==> src/tsc_map.svh <==
// register offsets, field positions and codes of the timer slice capture unit
`ifndef TSC_MAP_SVH
`define TSC_MAP_SVH

// ****************************************
// register byte offsets
// ****************************************
`define TSC_OFS_CTRL 8'h00
`define TSC_OFS_PERIOD 8'h04
`define TSC_OFS_PSC 8'h08
`define TSC_OFS_STATUS 8'h0c
`define TSC_OFS_STCLR 8'h10
`define TSC_OFS_TIMER 8'h14
`define TSC_OFS_PMASK 8'h18
`define TSC_OFS_CAP0 8'h20
`define TSC_OFS_CAP3 8'h2c

// ****************************************
// control fields
// ****************************************
`define TSC_CTRL_RUN 0
`define TSC_CTRL_DEPTH4 1
`define TSC_CTRL_FPE 2
`define TSC_CTRL_PAR_EN 3
`define TSC_CTRL_SEL0_LO 4
`define TSC_CTRL_SEL1_LO 6
`define TSC_CTRL_W 8

// ****************************************
// status bits and trigger codes
// ****************************************
`define TSC_ST_PERIOD 0
`define TSC_ST_CAP0 1
`define TSC_ST_CAP1 2
`define TSC_ST_PARITY 3
`define TSC_ST_W 4
`define TSC_SEL_OFF 2'h0
`define TSC_SEL_RISE 2'h1
`define TSC_SEL_FALL 2'h2
`define TSC_FULL_BIT 31

`endif

==> src/tsc_pkg.sv <==
// types shared by the timer slice capture unit
package tsc_pkg;
  typedef enum {TSC_STOP, TSC_RUN} tsc_run_t;
  typedef logic [1:0] tsc_sel_t;
endpackage : tsc_pkg

==> src/tsc_capture_bank.sv <==
// four-entry capture register bank, dual two-deep or single four-deep queue
`timescale 1ns/100ps
`include "tsc_map.svh"
module tsc_capture_bank #(
  parameter int W = 20
) (
  // clock and reset
  input wire logic clk,
  input wire logic reset_n,
  input wire logic clk_en,
  // capture control
  input wire logic depth4,
  input wire logic cap_zero,
  input wire logic cap_one,
  input wire logic [W-1:0] cap_word,
  input wire logic [3:0] rd_clear,
  // stored entries, entry i at bits [i*W +: W]
  output logic [4*W-1:0] cap_data,
  output logic [3:0] cap_full
);
  initial begin
    if (W < 2 || W > 31) $error("tsc_capture_bank: W out of range");
  end

  logic [W-1:0] data_reg [4];
  logic [3:0] full_reg;
  logic [3:0] load;
  logic [W-1:0] src [4];
  logic [3:0] src_full;

  // ****************************************
  // queue steering
  // ****************************************
  // newest value lands in entry 1 (trigger 0) or entry 3 (trigger 1)
  assign load[3] = cap_one;
  assign load[2] = cap_one;
  assign load[1] = depth4 ? cap_one : cap_zero;
  assign load[0] = load[1];
  assign src[3] = cap_word;
  assign src[2] = data_reg[3];
  assign src[1] = depth4 ? data_reg[2] : cap_word;
  assign src[0] = data_reg[1];
  assign src_full = {1'b1, full_reg[3], depth4 ? full_reg[2] : 1'b1, full_reg[1]};

  genvar i;
  generate
    for (i = 0; i < 4; i++) begin : g_entry
      always_ff @(posedge clk or negedge reset_n) begin
        if (!reset_n) begin
          data_reg[i] <= '0;
          full_reg[i] <= 1'b0;
        end else if (clk_en) begin
          if (load[i]) begin
            data_reg[i] <= src[i];
            full_reg[i] <= src_full[i];
          end else if (rd_clear[i]) begin
            full_reg[i] <= 1'b0;
          end
        end
      end
      assign cap_data[i*W +: W] = data_reg[i];
    end
  endgenerate
  assign cap_full = full_reg;
endmodule : tsc_capture_bank

==> src/tsc_timer_slice.sv <==
// timer slice capture unit: timer, floating prescaler, captures, parity, apb
//
// ****************************************
// Notes on behaviour
// - dual mode: two triggers, own pairs
// - four-deep mode: trigger 1 fills four
// - trigger 1 used when select nonzero
// - trigger 1 off in dual mode: trigger 0, two registers
// - float prescaler enable bit activates it
// - interval from captured count and prescaler
// - every capture keeps count and prescaler
// - float prescaler works with trigger 0
// - period and capture status bits sticky until software clears
// - xor of outputs checked against input
// - parity bit self-clears after clean cycle
// - full flag shows new capture since read
// ****************************************
`timescale 1ns/100ps
`include "tsc_map.svh"
module tsc_timer_slice #(
  parameter int CNT_W = 16,
  parameter int PSC_W = 4,
  parameter int OUT_N = 4
) (
  // clock, reset, enable
  input wire logic CLK,
  input wire logic RESET_N,
  input wire logic CLK_EN,
  // apb slave
  input wire logic PSEL,
  input wire logic PENABLE,
  input wire logic PWRITE,
  input wire logic [7:0] PADDR,
  input wire logic [31:0] PWDATA,
  output logic [31:0] PRDATA,
  output logic PREADY,
  output logic PSLVERR,
  // capture triggers and parity inputs
  input wire logic [1:0] CAPTURE_IN,
  input wire logic [OUT_N-1:0] SLICE_OUTS,
  input wire logic PARITY_IN
);
  localparam int CW = CNT_W + PSC_W;
  localparam int DIV_W = (1 << PSC_W) - 1;
  initial begin
    if (CNT_W < 2 || CW > 31) $error("tsc_timer_slice: width out of range");
    if (PSC_W < 1 || PSC_W > 4) $error("tsc_timer_slice: PSC_W out of range");
    if (OUT_N < 1 || OUT_N > 32) $error("tsc_timer_slice: OUT_N out of range");
  end

  // edge selected by a trigger select code
  function automatic logic trig_hit(tsc_pkg::tsc_sel_t sel, logic prev, logic cur);
    logic rise;
    logic fall;
    rise = cur & ~prev;
    fall = prev & ~cur;
    case (sel)
      `TSC_SEL_OFF: trig_hit = 1'b0;
      `TSC_SEL_RISE: trig_hit = rise;
      `TSC_SEL_FALL: trig_hit = fall;
      default: trig_hit = rise | fall;
    endcase
  endfunction : trig_hit

  // ****************************************
  // registers
  // ****************************************
  logic [`TSC_CTRL_W-1:0] ctrl_reg;
  logic [CNT_W-1:0] period_reg;
  logic [PSC_W-1:0] psc_init_reg;
  logic [OUT_N-1:0] pmask_reg;
  logic [`TSC_ST_W-1:0] status_reg;
  logic [`TSC_ST_W-1:0] status_next;
  logic [31:0] prdata_reg;
  logic [CNT_W-1:0] count_reg;
  logic [DIV_W-1:0] div_reg;
  logic [PSC_W-1:0] psc_reg;
  logic [PSC_W-1:0] psc_next;
  logic [1:0] in_prev_reg;
  logic err_seen_reg;
  tsc_pkg::tsc_run_t run_state;

  // ****************************************
  // apb decode
  // ****************************************
  wire bus_setup = PSEL && !PENABLE && CLK_EN;
  wire bus_access = PSEL && PENABLE && CLK_EN;
  wire wr_en = bus_access && PWRITE;
  wire rd_setup = bus_setup && !PWRITE;
  wire hit_ctrl = PADDR == `TSC_OFS_CTRL;
  wire hit_period = PADDR == `TSC_OFS_PERIOD;
  wire hit_psc = PADDR == `TSC_OFS_PSC;
  wire hit_status = PADDR == `TSC_OFS_STATUS;
  wire hit_stclr = PADDR == `TSC_OFS_STCLR;
  wire hit_timer = PADDR == `TSC_OFS_TIMER;
  wire hit_pmask = PADDR == `TSC_OFS_PMASK;
  wire hit_cap = PADDR >= `TSC_OFS_CAP0 && PADDR <= `TSC_OFS_CAP3 && PADDR[1:0] == 2'h0;
  wire [1:0] cap_idx = PADDR[3:2];
  wire addr_ok = hit_ctrl | hit_period | hit_psc | hit_status | hit_stclr | hit_timer
    | hit_pmask | hit_cap;

  // zero wait states; a low clock enable stretches the access
  assign PREADY = CLK_EN;
  assign PSLVERR = PSEL && PENABLE && !addr_ok;
  assign PRDATA = prdata_reg;

  wire run_bit = ctrl_reg[`TSC_CTRL_RUN];
  wire depth4 = ctrl_reg[`TSC_CTRL_DEPTH4];
  wire float_prescale_enable = ctrl_reg[`TSC_CTRL_FPE];
  wire par_en = ctrl_reg[`TSC_CTRL_PAR_EN];
  wire [1:0] sel0 = ctrl_reg[`TSC_CTRL_SEL0_LO +: 2];
  wire [1:0] sel1 = ctrl_reg[`TSC_CTRL_SEL1_LO +: 2];

  // ****************************************
  // timer and floating prescaler
  // ****************************************
  wire running = run_state == tsc_pkg::TSC_RUN;
  wire [DIV_W-1:0] div_lim = DIV_W'((DIV_W'(1) << psc_reg) - DIV_W'(1));
  // compare with >= so a prescaler drop never strands the divider above its limit
  wire tick = running && div_reg >= div_lim;
  wire period_hit = tick && count_reg == period_reg;
  wire [CNT_W-1:0] count_next = period_hit ? '0 : CNT_W'(count_reg + CNT_W'(1));

  // ****************************************
  // capture triggers
  // ****************************************
  wire [1:0] hit;
  genvar t;
  generate
    for (t = 0; t < 2; t++) begin : g_trig
      assign hit[t] = trig_hit(t == 0 ? sel0 : sel1, in_prev_reg[t], CAPTURE_IN[t]);
    end
  endgenerate
  wire trig1_used = sel1 != `TSC_SEL_OFF;
  wire cap_one = running && trig1_used && hit[1];
  // four-deep mode ignores trigger 0; otherwise trigger 0 runs alone or beside 1
  wire cap_zero = running && !depth4 && hit[0];
  wire cap_any = cap_zero | cap_one;
  // captured word pairs prescaler with count so intervals span wraps
  wire [CW-1:0] cap_word = {psc_reg, count_reg};

  // prescaler floats up while no capture arrives, restarts on capture
  wire psc_max = psc_reg == {PSC_W{1'b1}};
  always_comb begin
    psc_next = psc_reg;
    if (!float_prescale_enable || !running || cap_any) begin
      psc_next = psc_init_reg;
    end else if (period_hit && !psc_max) begin
      psc_next = PSC_W'(psc_reg + PSC_W'(1));
    end
  end

  // ****************************************
  // parity checker
  // ****************************************
  wire xor_out = ^(SLICE_OUTS & pmask_reg);
  wire perr = par_en && (xor_out != PARITY_IN);

  // ****************************************
  // status
  // ****************************************
  wire [`TSC_ST_W-1:0] st_set;
  wire [`TSC_ST_W-1:0] st_clr;
  // period flag raised in every capture mode, so wraps are never lost
  assign st_set[`TSC_ST_PERIOD] = period_hit;
  assign st_set[`TSC_ST_CAP0] = cap_zero;
  assign st_set[`TSC_ST_CAP1] = cap_one;
  assign st_set[`TSC_ST_PARITY] = perr;
  wire [`TSC_ST_W-1:0] sw_clr = (wr_en && hit_stclr) ? PWDATA[`TSC_ST_W-1:0] : '0;
  // a clean pwm cycle ends the parity flag without software
  wire par_hw_clr = period_hit && !err_seen_reg && !perr;
  assign st_clr = sw_clr | (`TSC_ST_W'(par_hw_clr) << `TSC_ST_PARITY);
  assign status_next = st_set | (status_reg & ~st_clr);

  // ****************************************
  // read mux
  // ****************************************
  logic [CW-1:0] cap_data_w [4];
  wire [4*CW-1:0] cap_flat;
  wire [3:0] cap_full;
  genvar c;
  generate
    for (c = 0; c < 4; c++) begin : g_cap
      assign cap_data_w[c] = cap_flat[c*CW +: CW];
    end
  endgenerate
  wire [31:0] cap_rd = 32'(cap_data_w[cap_idx]) | (32'(cap_full[cap_idx]) << `TSC_FULL_BIT);
  wire [31:0] rd_mux = hit_ctrl ? 32'(ctrl_reg)
    : hit_period ? 32'(period_reg)
    : hit_psc ? 32'(psc_init_reg)
    : hit_status ? 32'(status_reg)
    : hit_timer ? 32'(count_reg)
    : hit_pmask ? 32'(pmask_reg)
    : hit_cap ? cap_rd : 32'h0000_0000;
  // cleared as the word is taken, so a capture landing at that edge stays flagged
  wire [3:0] rd_clear = (rd_setup && hit_cap) ? 4'(4'h1 << cap_idx) : 4'h0;

  tsc_capture_bank #(
    .W(CW)
  ) u_bank (
    .clk(CLK),
    .reset_n(RESET_N),
    .clk_en(CLK_EN),
    .depth4(depth4),
    .cap_zero(cap_zero),
    .cap_one(cap_one),
    .cap_word(cap_word),
    .rd_clear(rd_clear),
    .cap_data(cap_flat),
    .cap_full(cap_full)
  );

  // ****************************************
  // run control
  // ****************************************
  always_ff @(posedge CLK or negedge RESET_N) begin
    if (!RESET_N) begin
      run_state <= tsc_pkg::TSC_STOP;
    end else if (CLK_EN) begin
      case (run_state)
        tsc_pkg::TSC_STOP: if (run_bit) run_state <= tsc_pkg::TSC_RUN;
        tsc_pkg::TSC_RUN: if (!run_bit) run_state <= tsc_pkg::TSC_STOP;
        default: run_state <= tsc_pkg::TSC_STOP;
      endcase
    end
  end

  // ****************************************
  // software registers
  // ****************************************
  always_ff @(posedge CLK or negedge RESET_N) begin
    if (!RESET_N) begin
      ctrl_reg <= '0;
      period_reg <= '1;
      psc_init_reg <= '0;
      pmask_reg <= '1;
      prdata_reg <= '0;
    end else if (CLK_EN) begin
      if (wr_en && hit_ctrl) ctrl_reg <= PWDATA[`TSC_CTRL_W-1:0];
      if (wr_en && hit_period) period_reg <= PWDATA[CNT_W-1:0];
      if (wr_en && hit_psc) psc_init_reg <= PWDATA[PSC_W-1:0];
      if (wr_en && hit_pmask) pmask_reg <= PWDATA[OUT_N-1:0];
      if (rd_setup) prdata_reg <= rd_mux;
    end
  end

  // ****************************************
  // counting and status state
  // ****************************************
  always_ff @(posedge CLK or negedge RESET_N) begin
    if (!RESET_N) begin
      count_reg <= '0;
      div_reg <= '0;
      psc_reg <= '0;
      in_prev_reg <= '0;
      err_seen_reg <= 1'b0;
      status_reg <= '0;
    end else if (CLK_EN) begin
      in_prev_reg <= CAPTURE_IN;
      psc_reg <= psc_next;
      status_reg <= status_next;
      div_reg <= (!running || tick) ? '0 : DIV_W'(div_reg + DIV_W'(1));
      if (!running) count_reg <= '0;
      else if (tick) count_reg <= count_next;
      // error memory spans one pwm cycle
      if (period_hit) err_seen_reg <= perr;
      else if (perr) err_seen_reg <= 1'b1;
    end
  end
endmodule : tsc_timer_slice

==> config.mk <==
export PLATFORM = sky130hd
export DESIGN_NAME = tsc_timer_slice
export DESIGN_NICKNAME = d
export VERILOG_FILES = /design/src/tsc_pkg.sv /design/src/tsc_capture_bank.sv /design/src/tsc_timer_slice.sv
export VERILOG_INCLUDE_DIRS = /design/src
export SDC_FILE = /design/constraint.sdc
export NUM_CORES = 1
export LEC_CHECK = 0
export BUFFER_PORTS_ARGS = -buffer_cell sky130_fd_sc_hd__buf_2
export CAP_MARGIN = 20
export CORE_UTILIZATION = 45
export CTS_CLUSTER_SIZE = 20
export DETAILED_ROUTE_END_ITERATION = 10
export GPL_ROUTABILITY_DRIVEN = 0
export GPL_TIMING_DRIVEN = 0
export PLACE_DENSITY = 0.61
export SETUP_SLACK_MARGIN = 0.4
export SKIP_LAST_GASP = 1
export SYNTH_ARGS = -nofsm -noshare
export SYNTH_HDL_FRONTEND = slang
export SYNTH_SLANG_ARGS = --single-unit
==> constraint.sdc <==
create_clock -name CLK -period 13.25 [get_ports CLK]
set_clock_uncertainty 0.2 [all_clocks]
set_input_delay 2.65 -clock CLK [delete_from_list [all_inputs] [get_ports CLK]]
set_output_delay 2.65 -clock CLK [all_outputs]
set_load 0.05 [all_outputs]
### After elaboration in Yosys (flattened, before gate mapping)

Cells that the tools add are included.

| word-level totals | value |
|---|---|
| register bits | 222 |
| input port bits | 53 |
| output and inout bits | 34 |
| word-level logic and storage cells | 177 |

| cells by class | value |
|---|---|
| add/subtract/negate cells | 4 |
| order comparisons | 5 |
| equality and inequality tests | 18 |
| shift-type cells | 2 |
| multiplexer cells | 38 |
| bitwise gates (word level) | 25 |
| reductions and logical operators | 65 |

Operator list:

| kind | number |
|---|---|
| $mux 32 | 9 |
| $pmux 32 s2 | 1 |
| $mux 20 | 3 |
| $mux 16 | 3 |
| $bmux 20 s2 | 1 |
| $eq 32x1->1 const B | 1 |
| $eq 32x2->1 const B | 1 |
| $logic_not 32->1 | 1 |
| $or 20x32->32 | 1 |
| $reduce_and 2->1 | 14 |
| $logic_and 1x1->1 | 25 |
| $eq 8x5->1 const B | 3 |
| $add 16x1->16 const B | 1 |
| $eq 16x16->1 | 1 |
| $eq 8x4->1 const B | 2 |
| $mux 4 | 4 |
| $add 15x1->15 const B | 1 |
| $ge 15x15->1 | 1 |
| $mux 15 | 1 |
| $shl 1x4->15 const A | 1 |
| $sub 15x2->15 const B | 1 |
| $reduce_bool 2->1 | 7 |
| $mux 1 | 13 |
| $or 1x1->1 | 10 |
| other kinds (27) | 51 |

### Longest topological paths before layout

| logic depth | value |
|---|---|
| depth in word-level cells | 12 |
| depth in mapped cells | 19 |

### Cells and area by module

Synthesis repeated with hierarchy kept, for this count alone.

| second synthesis, totals | value |
|---|---|
| cells, all modules | 965 |
| area, all modules | 10339.9 um^2 |

Modules (own cells, without submodules):

| module | times used | cells an instance | area each (um^2) |
|---|---|---|---|
| tsc_timer_slice | 1 | 689 | 6568.8 |
| tsc_capture_bank | 1 | 276 | 3771.1 |

### Worst setup path after synthesis

Ideal clock, no wire load.

| timing path | value |
|---|---|
| path type | input-to-output |
| from | input port PADDR[2] |
| to | output port PSLVERR |
| data arrival time | 4680 ps |
| data required time | 10400 ps |
| setup slack | 5720 ps |
| cell stages on the path | 5 |
| buffers on the path | 3 |
| cell sequence | buf_2 > buf_2 > clkbuf_1 > a31oi_1 > nor3_1 |

| between the ends | value |
|---|---|
| word-level cells in the longest chain between the ends | 10 |
| elaborated cells between the ends (all ways) | 20 |
| classes of those cells | order compare: 2; eq/ne: 6; bitwise: 7; reduce/logical: 5 |

Ends and longest elaborated chain:

| item | line | source |
|---|---|---|
| start: declaration | tsc_timer_slice.sv:33 | `input wire logic [7:0] PADDR,` |
| $eq 8x3->1 (no source line) or $logic_not 8->1 (tied branches) | - |  |
| $or 1x1->1 (5 in a row) | tsc_timer_slice.sv:99 | `wire addr_ok = hit_ctrl \| hit_period \| hit_psc \| hit_status \| hit_stclr \| hit_timer` |
| $or 1x1->1 | tsc_timer_slice.sv:100 | `\| hit_pmask \| hit_cap;` |
| $or 1x1->1 (*) | tsc_timer_slice.sv:100 |  |
| $logic_not 1->1 (*) | tsc_timer_slice.sv:104 | `assign PSLVERR = PSEL && PENABLE && !addr_ok;` |
| $logic_and 1x1->1 (*) | tsc_timer_slice.sv:104 |  |
| end: declaration | tsc_timer_slice.sv:37 | `output logic PSLVERR,` |

Mark *: on every way between the ends. The rest lies on a longest branch, timed or not.

### Worst setup path after layout

| timing path | value |
|---|---|
| from | input port PADDR[1] |
| to | output port PSLVERR |

The elaborated chain is that of the path after synthesis.

==> impl_metrics.csv <==
group,metric,value,unit
logic_synthesis,synthAdderAreaFrac,0.0355,
finish,final_common_cell,"dfrtp_1",
setup_path,r2r-end,"div_reg[10]",
floorplanning,dieArea,0.0226,mm^2
clock_network,clk_path_buf_depth,2,
finish,final_nets,1063,
setup_path,crit_required,10.40,ns
floorplanning,start_util,0.464,
power,ir_drop,0.0000616,V
finish,final_cell_mix,"dfrtp_1, nand2_1, mux2_2",
logic_synthesis,synth_xor_area_frac,0.0327,
clock_network,cts_sinks,180,
global_routing,grt_overflow,0,
logic_synthesis,yosysSeqAreaShare,0.458,
setup_path,crit_path_start_kind,"input pin",
logic_synthesis,synth_seq_cells,180,
finish,final_util,0.525,
clock_network,htreeDepth,4,
clock_network,holdBufCountCts,0,
min_path,holdPathStages,2,
setup_path,cpMostUsedCell,"buf_2",
timing,rsz0062_at_grt,"no",
logic_synthesis,synth_edf_count,0,
min_path,hp-start,"PRDATA[18]",
timing,worst_slack,5.43,ns
drt,drtIter0Drc,540,
drt,ant_nets,0,
global_routing,grt_first_pass_wirelength,40400,um
global_routing,grt_use_total,0.241,
global_routing,grt_pass1_vias,7142,
logic_synthesis,yosysTopAreaCell,"dfrtp_1",
power,leakagePower,5.09,nW
logic_synthesis,syn_inst,893,
finish,nFillCells,1879,
timing,worst_pin_slew,0.981,ns
floorplanning,die_w,150,um
clock_network,ctsResizeCount,0,
drt,post_drt_wl_per_cell,20.1,um
logic_synthesis,avgSynthCellArea,11.1,um^2
setup_path,cp.arrival,4.97,ns
clock_network,cts_root_buf,"clkbuf_16",
timing,max_freq,0.128,GHz
placement,port-buffer-count,58,
timing,hold_viol_final,0,
timing,fin_crit,7.82,ns
logic_synthesis,synth.area.top_cells,"dfrtp_1, mux2_2, dfstp_2",
power,power_density,107,mW/mm^2
logic_synthesis,yosysUniqueCellTypes,74,
placement,dp_slack,5.39,ns
floorplanning,boundaryPins,87,
floorplanning,num_rows,53,
setup_path,reg2reg_depth,18,
global_routing,antenna_found_initial,0,
logic_synthesis,ys_warn_count,0,
clock_network,clk_pin_slew_worst_paths,0.07,ns
setup_path,worstSetupPathType,"input pin to primary output",
timing,relSlewSlack,0.342,
placement,placed_cell_area,0.0106,mm^2
setup_path,reg2reg_slack,8.10,ns
logic_synthesis,synth_compound_area_frac,0.120,
drt,wl,25500,um
drt,vias,7240,
floorplanning,core_area,0.0213,mm^2
logic_synthesis,synth_simple_gate_area_frac,0.122,
clock_network,post_cts_buffers,0,
finish,instances_no_fill,1270,
timing,post-route-period-util,0.590,
setup_path,r2r_start,"psc_reg[2]",
logic_synthesis,synthFlopType,"dfrtp_1",
logic_synthesis,synth_top_area_share,0.405,
placement,hpwl,17900,um
power,total_power,1.20,mW
clock_network,numCtsBuffers,17,
min_path,min_path_type,"flip-flop to flip-flop",
finish,areaGrowthSynthToFinish,13.2,%
global_routing,grt_max_degree,108,
timing,timing.hold.ws,0.277,ns
drt,drt_first_pass_iters,5,
floorplanning,die_h,150,um
finish,diodes,0,
logic_synthesis,synth_mux_area_frac,0.179,
setup_path,cp-end-kind,"primary output",
timing,final.setup.tns,0,ns
logic_synthesis,synth_top_family_by_area,"multiplexers",
finish,final_layout_size_suffix_gt1_frac,0.283,
setup_path,cpPeakStageDelay,0.60,ns
finish,design_area,0.0112,mm^2
outcome,outcome,"finished, final reports clean",
run,cap_viol_max_count,0,
timing,setup_violations,0,
setup_path,path_max_fanout,10,
timing,slew_viol_final,0,
finish,largest_reg_flops,80,
drt,drcViolationCount,0,
logic_synthesis,synthArstFlopShare,1.00,
drt,via_per_inst,5.70,
clock_network,cts_tree,"yes",
setup_path,crit_path_top_delay_cell,"buf_1",
placement,placedCellCount,1238,
logic_synthesis,synth_area,0.00988,mm^2
min_path,whs_endpoint,"PRDATA[18]",
setup_path,path_cells,"buf_2 > nor4_2 > and3b_1 > clkbuf_1 > buf_2 > buf_1 > nor3_1 > buf_2",
clock_network,clock_latency,0.44,ns
## area by class of cell
cell class | instances | area (um^2) | area share
Tap cell | 275 | 344 | 0.0308
Buffer | 77 | 432 | 0.0386
Clock buffer | 17 | 425 | 0.0380
Inverter | 21 | 78.8 | 0.00705
Sequential cell | 180 | 4530 | 0.405
Timing Repair Buffer | 60 | 333 | 0.0298
Multi-Input combinational cell | 625 | 4880 | 0.436
Clock inverter | 15 | 165 | 0.0148
## power breakdown
part           total [mW]  internal, mW  switching, mW
Combinational       0.119        0.0351         0.0844
Sequential          0.564         0.558        0.00564
Clock               0.515         0.268          0.247
Total                1.20         0.862          0.337
## synthesized netlist by cell type (all sizes together) (6+ instances only)
cell,instances
nor2b,8
nor2,48
clkbuf,31
a31oi,13
dfrtp,160
a21oi,20
nand2b,9
mux2i,23
buf,46
mux2,92
nand4,8
a22oi,10
and3,11
dfstp,20
xor2,10
o211ai,7
a221oi,7
xnor2,20
nor3,12
a22o,6
o31ai,8
mux4,21
inv,21
nand3,21
a21o,10
ha,28
o21ai,55
a2bb2oi,10
nand2,98
## per-layer routing
layer / up-vias / share of wire / GRT usage
met1: 3661 / 0.46 / 0.330
met4: 0 / 0.013 / 0.0682
met2: 171 / 0.48 / 0.391
met3: 26 / 0.042 / 0.0439
li1: 3382 / - / -
met5: - / 0 / 0
## worst max-delay path, delay by kind of cell
kind / cells / cell delay (ns)
buffers and inverters: 5 / 1.59
AND/OR/NAND/NOR: 3 / 0.71
## worst max path at each step
stage | startpoint | end | slack [ns] | cells after the start
floorplan | PADDR[2] | PSLVERR | 5.72 | 5
detailed placement | PADDR[1] | PSLVERR | 5.39 | 8
CTS | PADDR[1] | PSLVERR | 5.38 | 8
finish | PADDR[1] | PSLVERR | 5.43 | 8
global placement | PADDR[1] | PSLVERR | 5.40 | 8
global route | PADDR[1] | PSLVERR | 5.33 | 8
## kinds of logic after synthesis
logic type,after synthesis
compound gates,177
buf+inv,98
flops,180
xor+xnor,31
simple gates,242
other cells,1
mux,136
fa+ha+maj,28
Note: power is estimated with default switching activity, not from simulation.
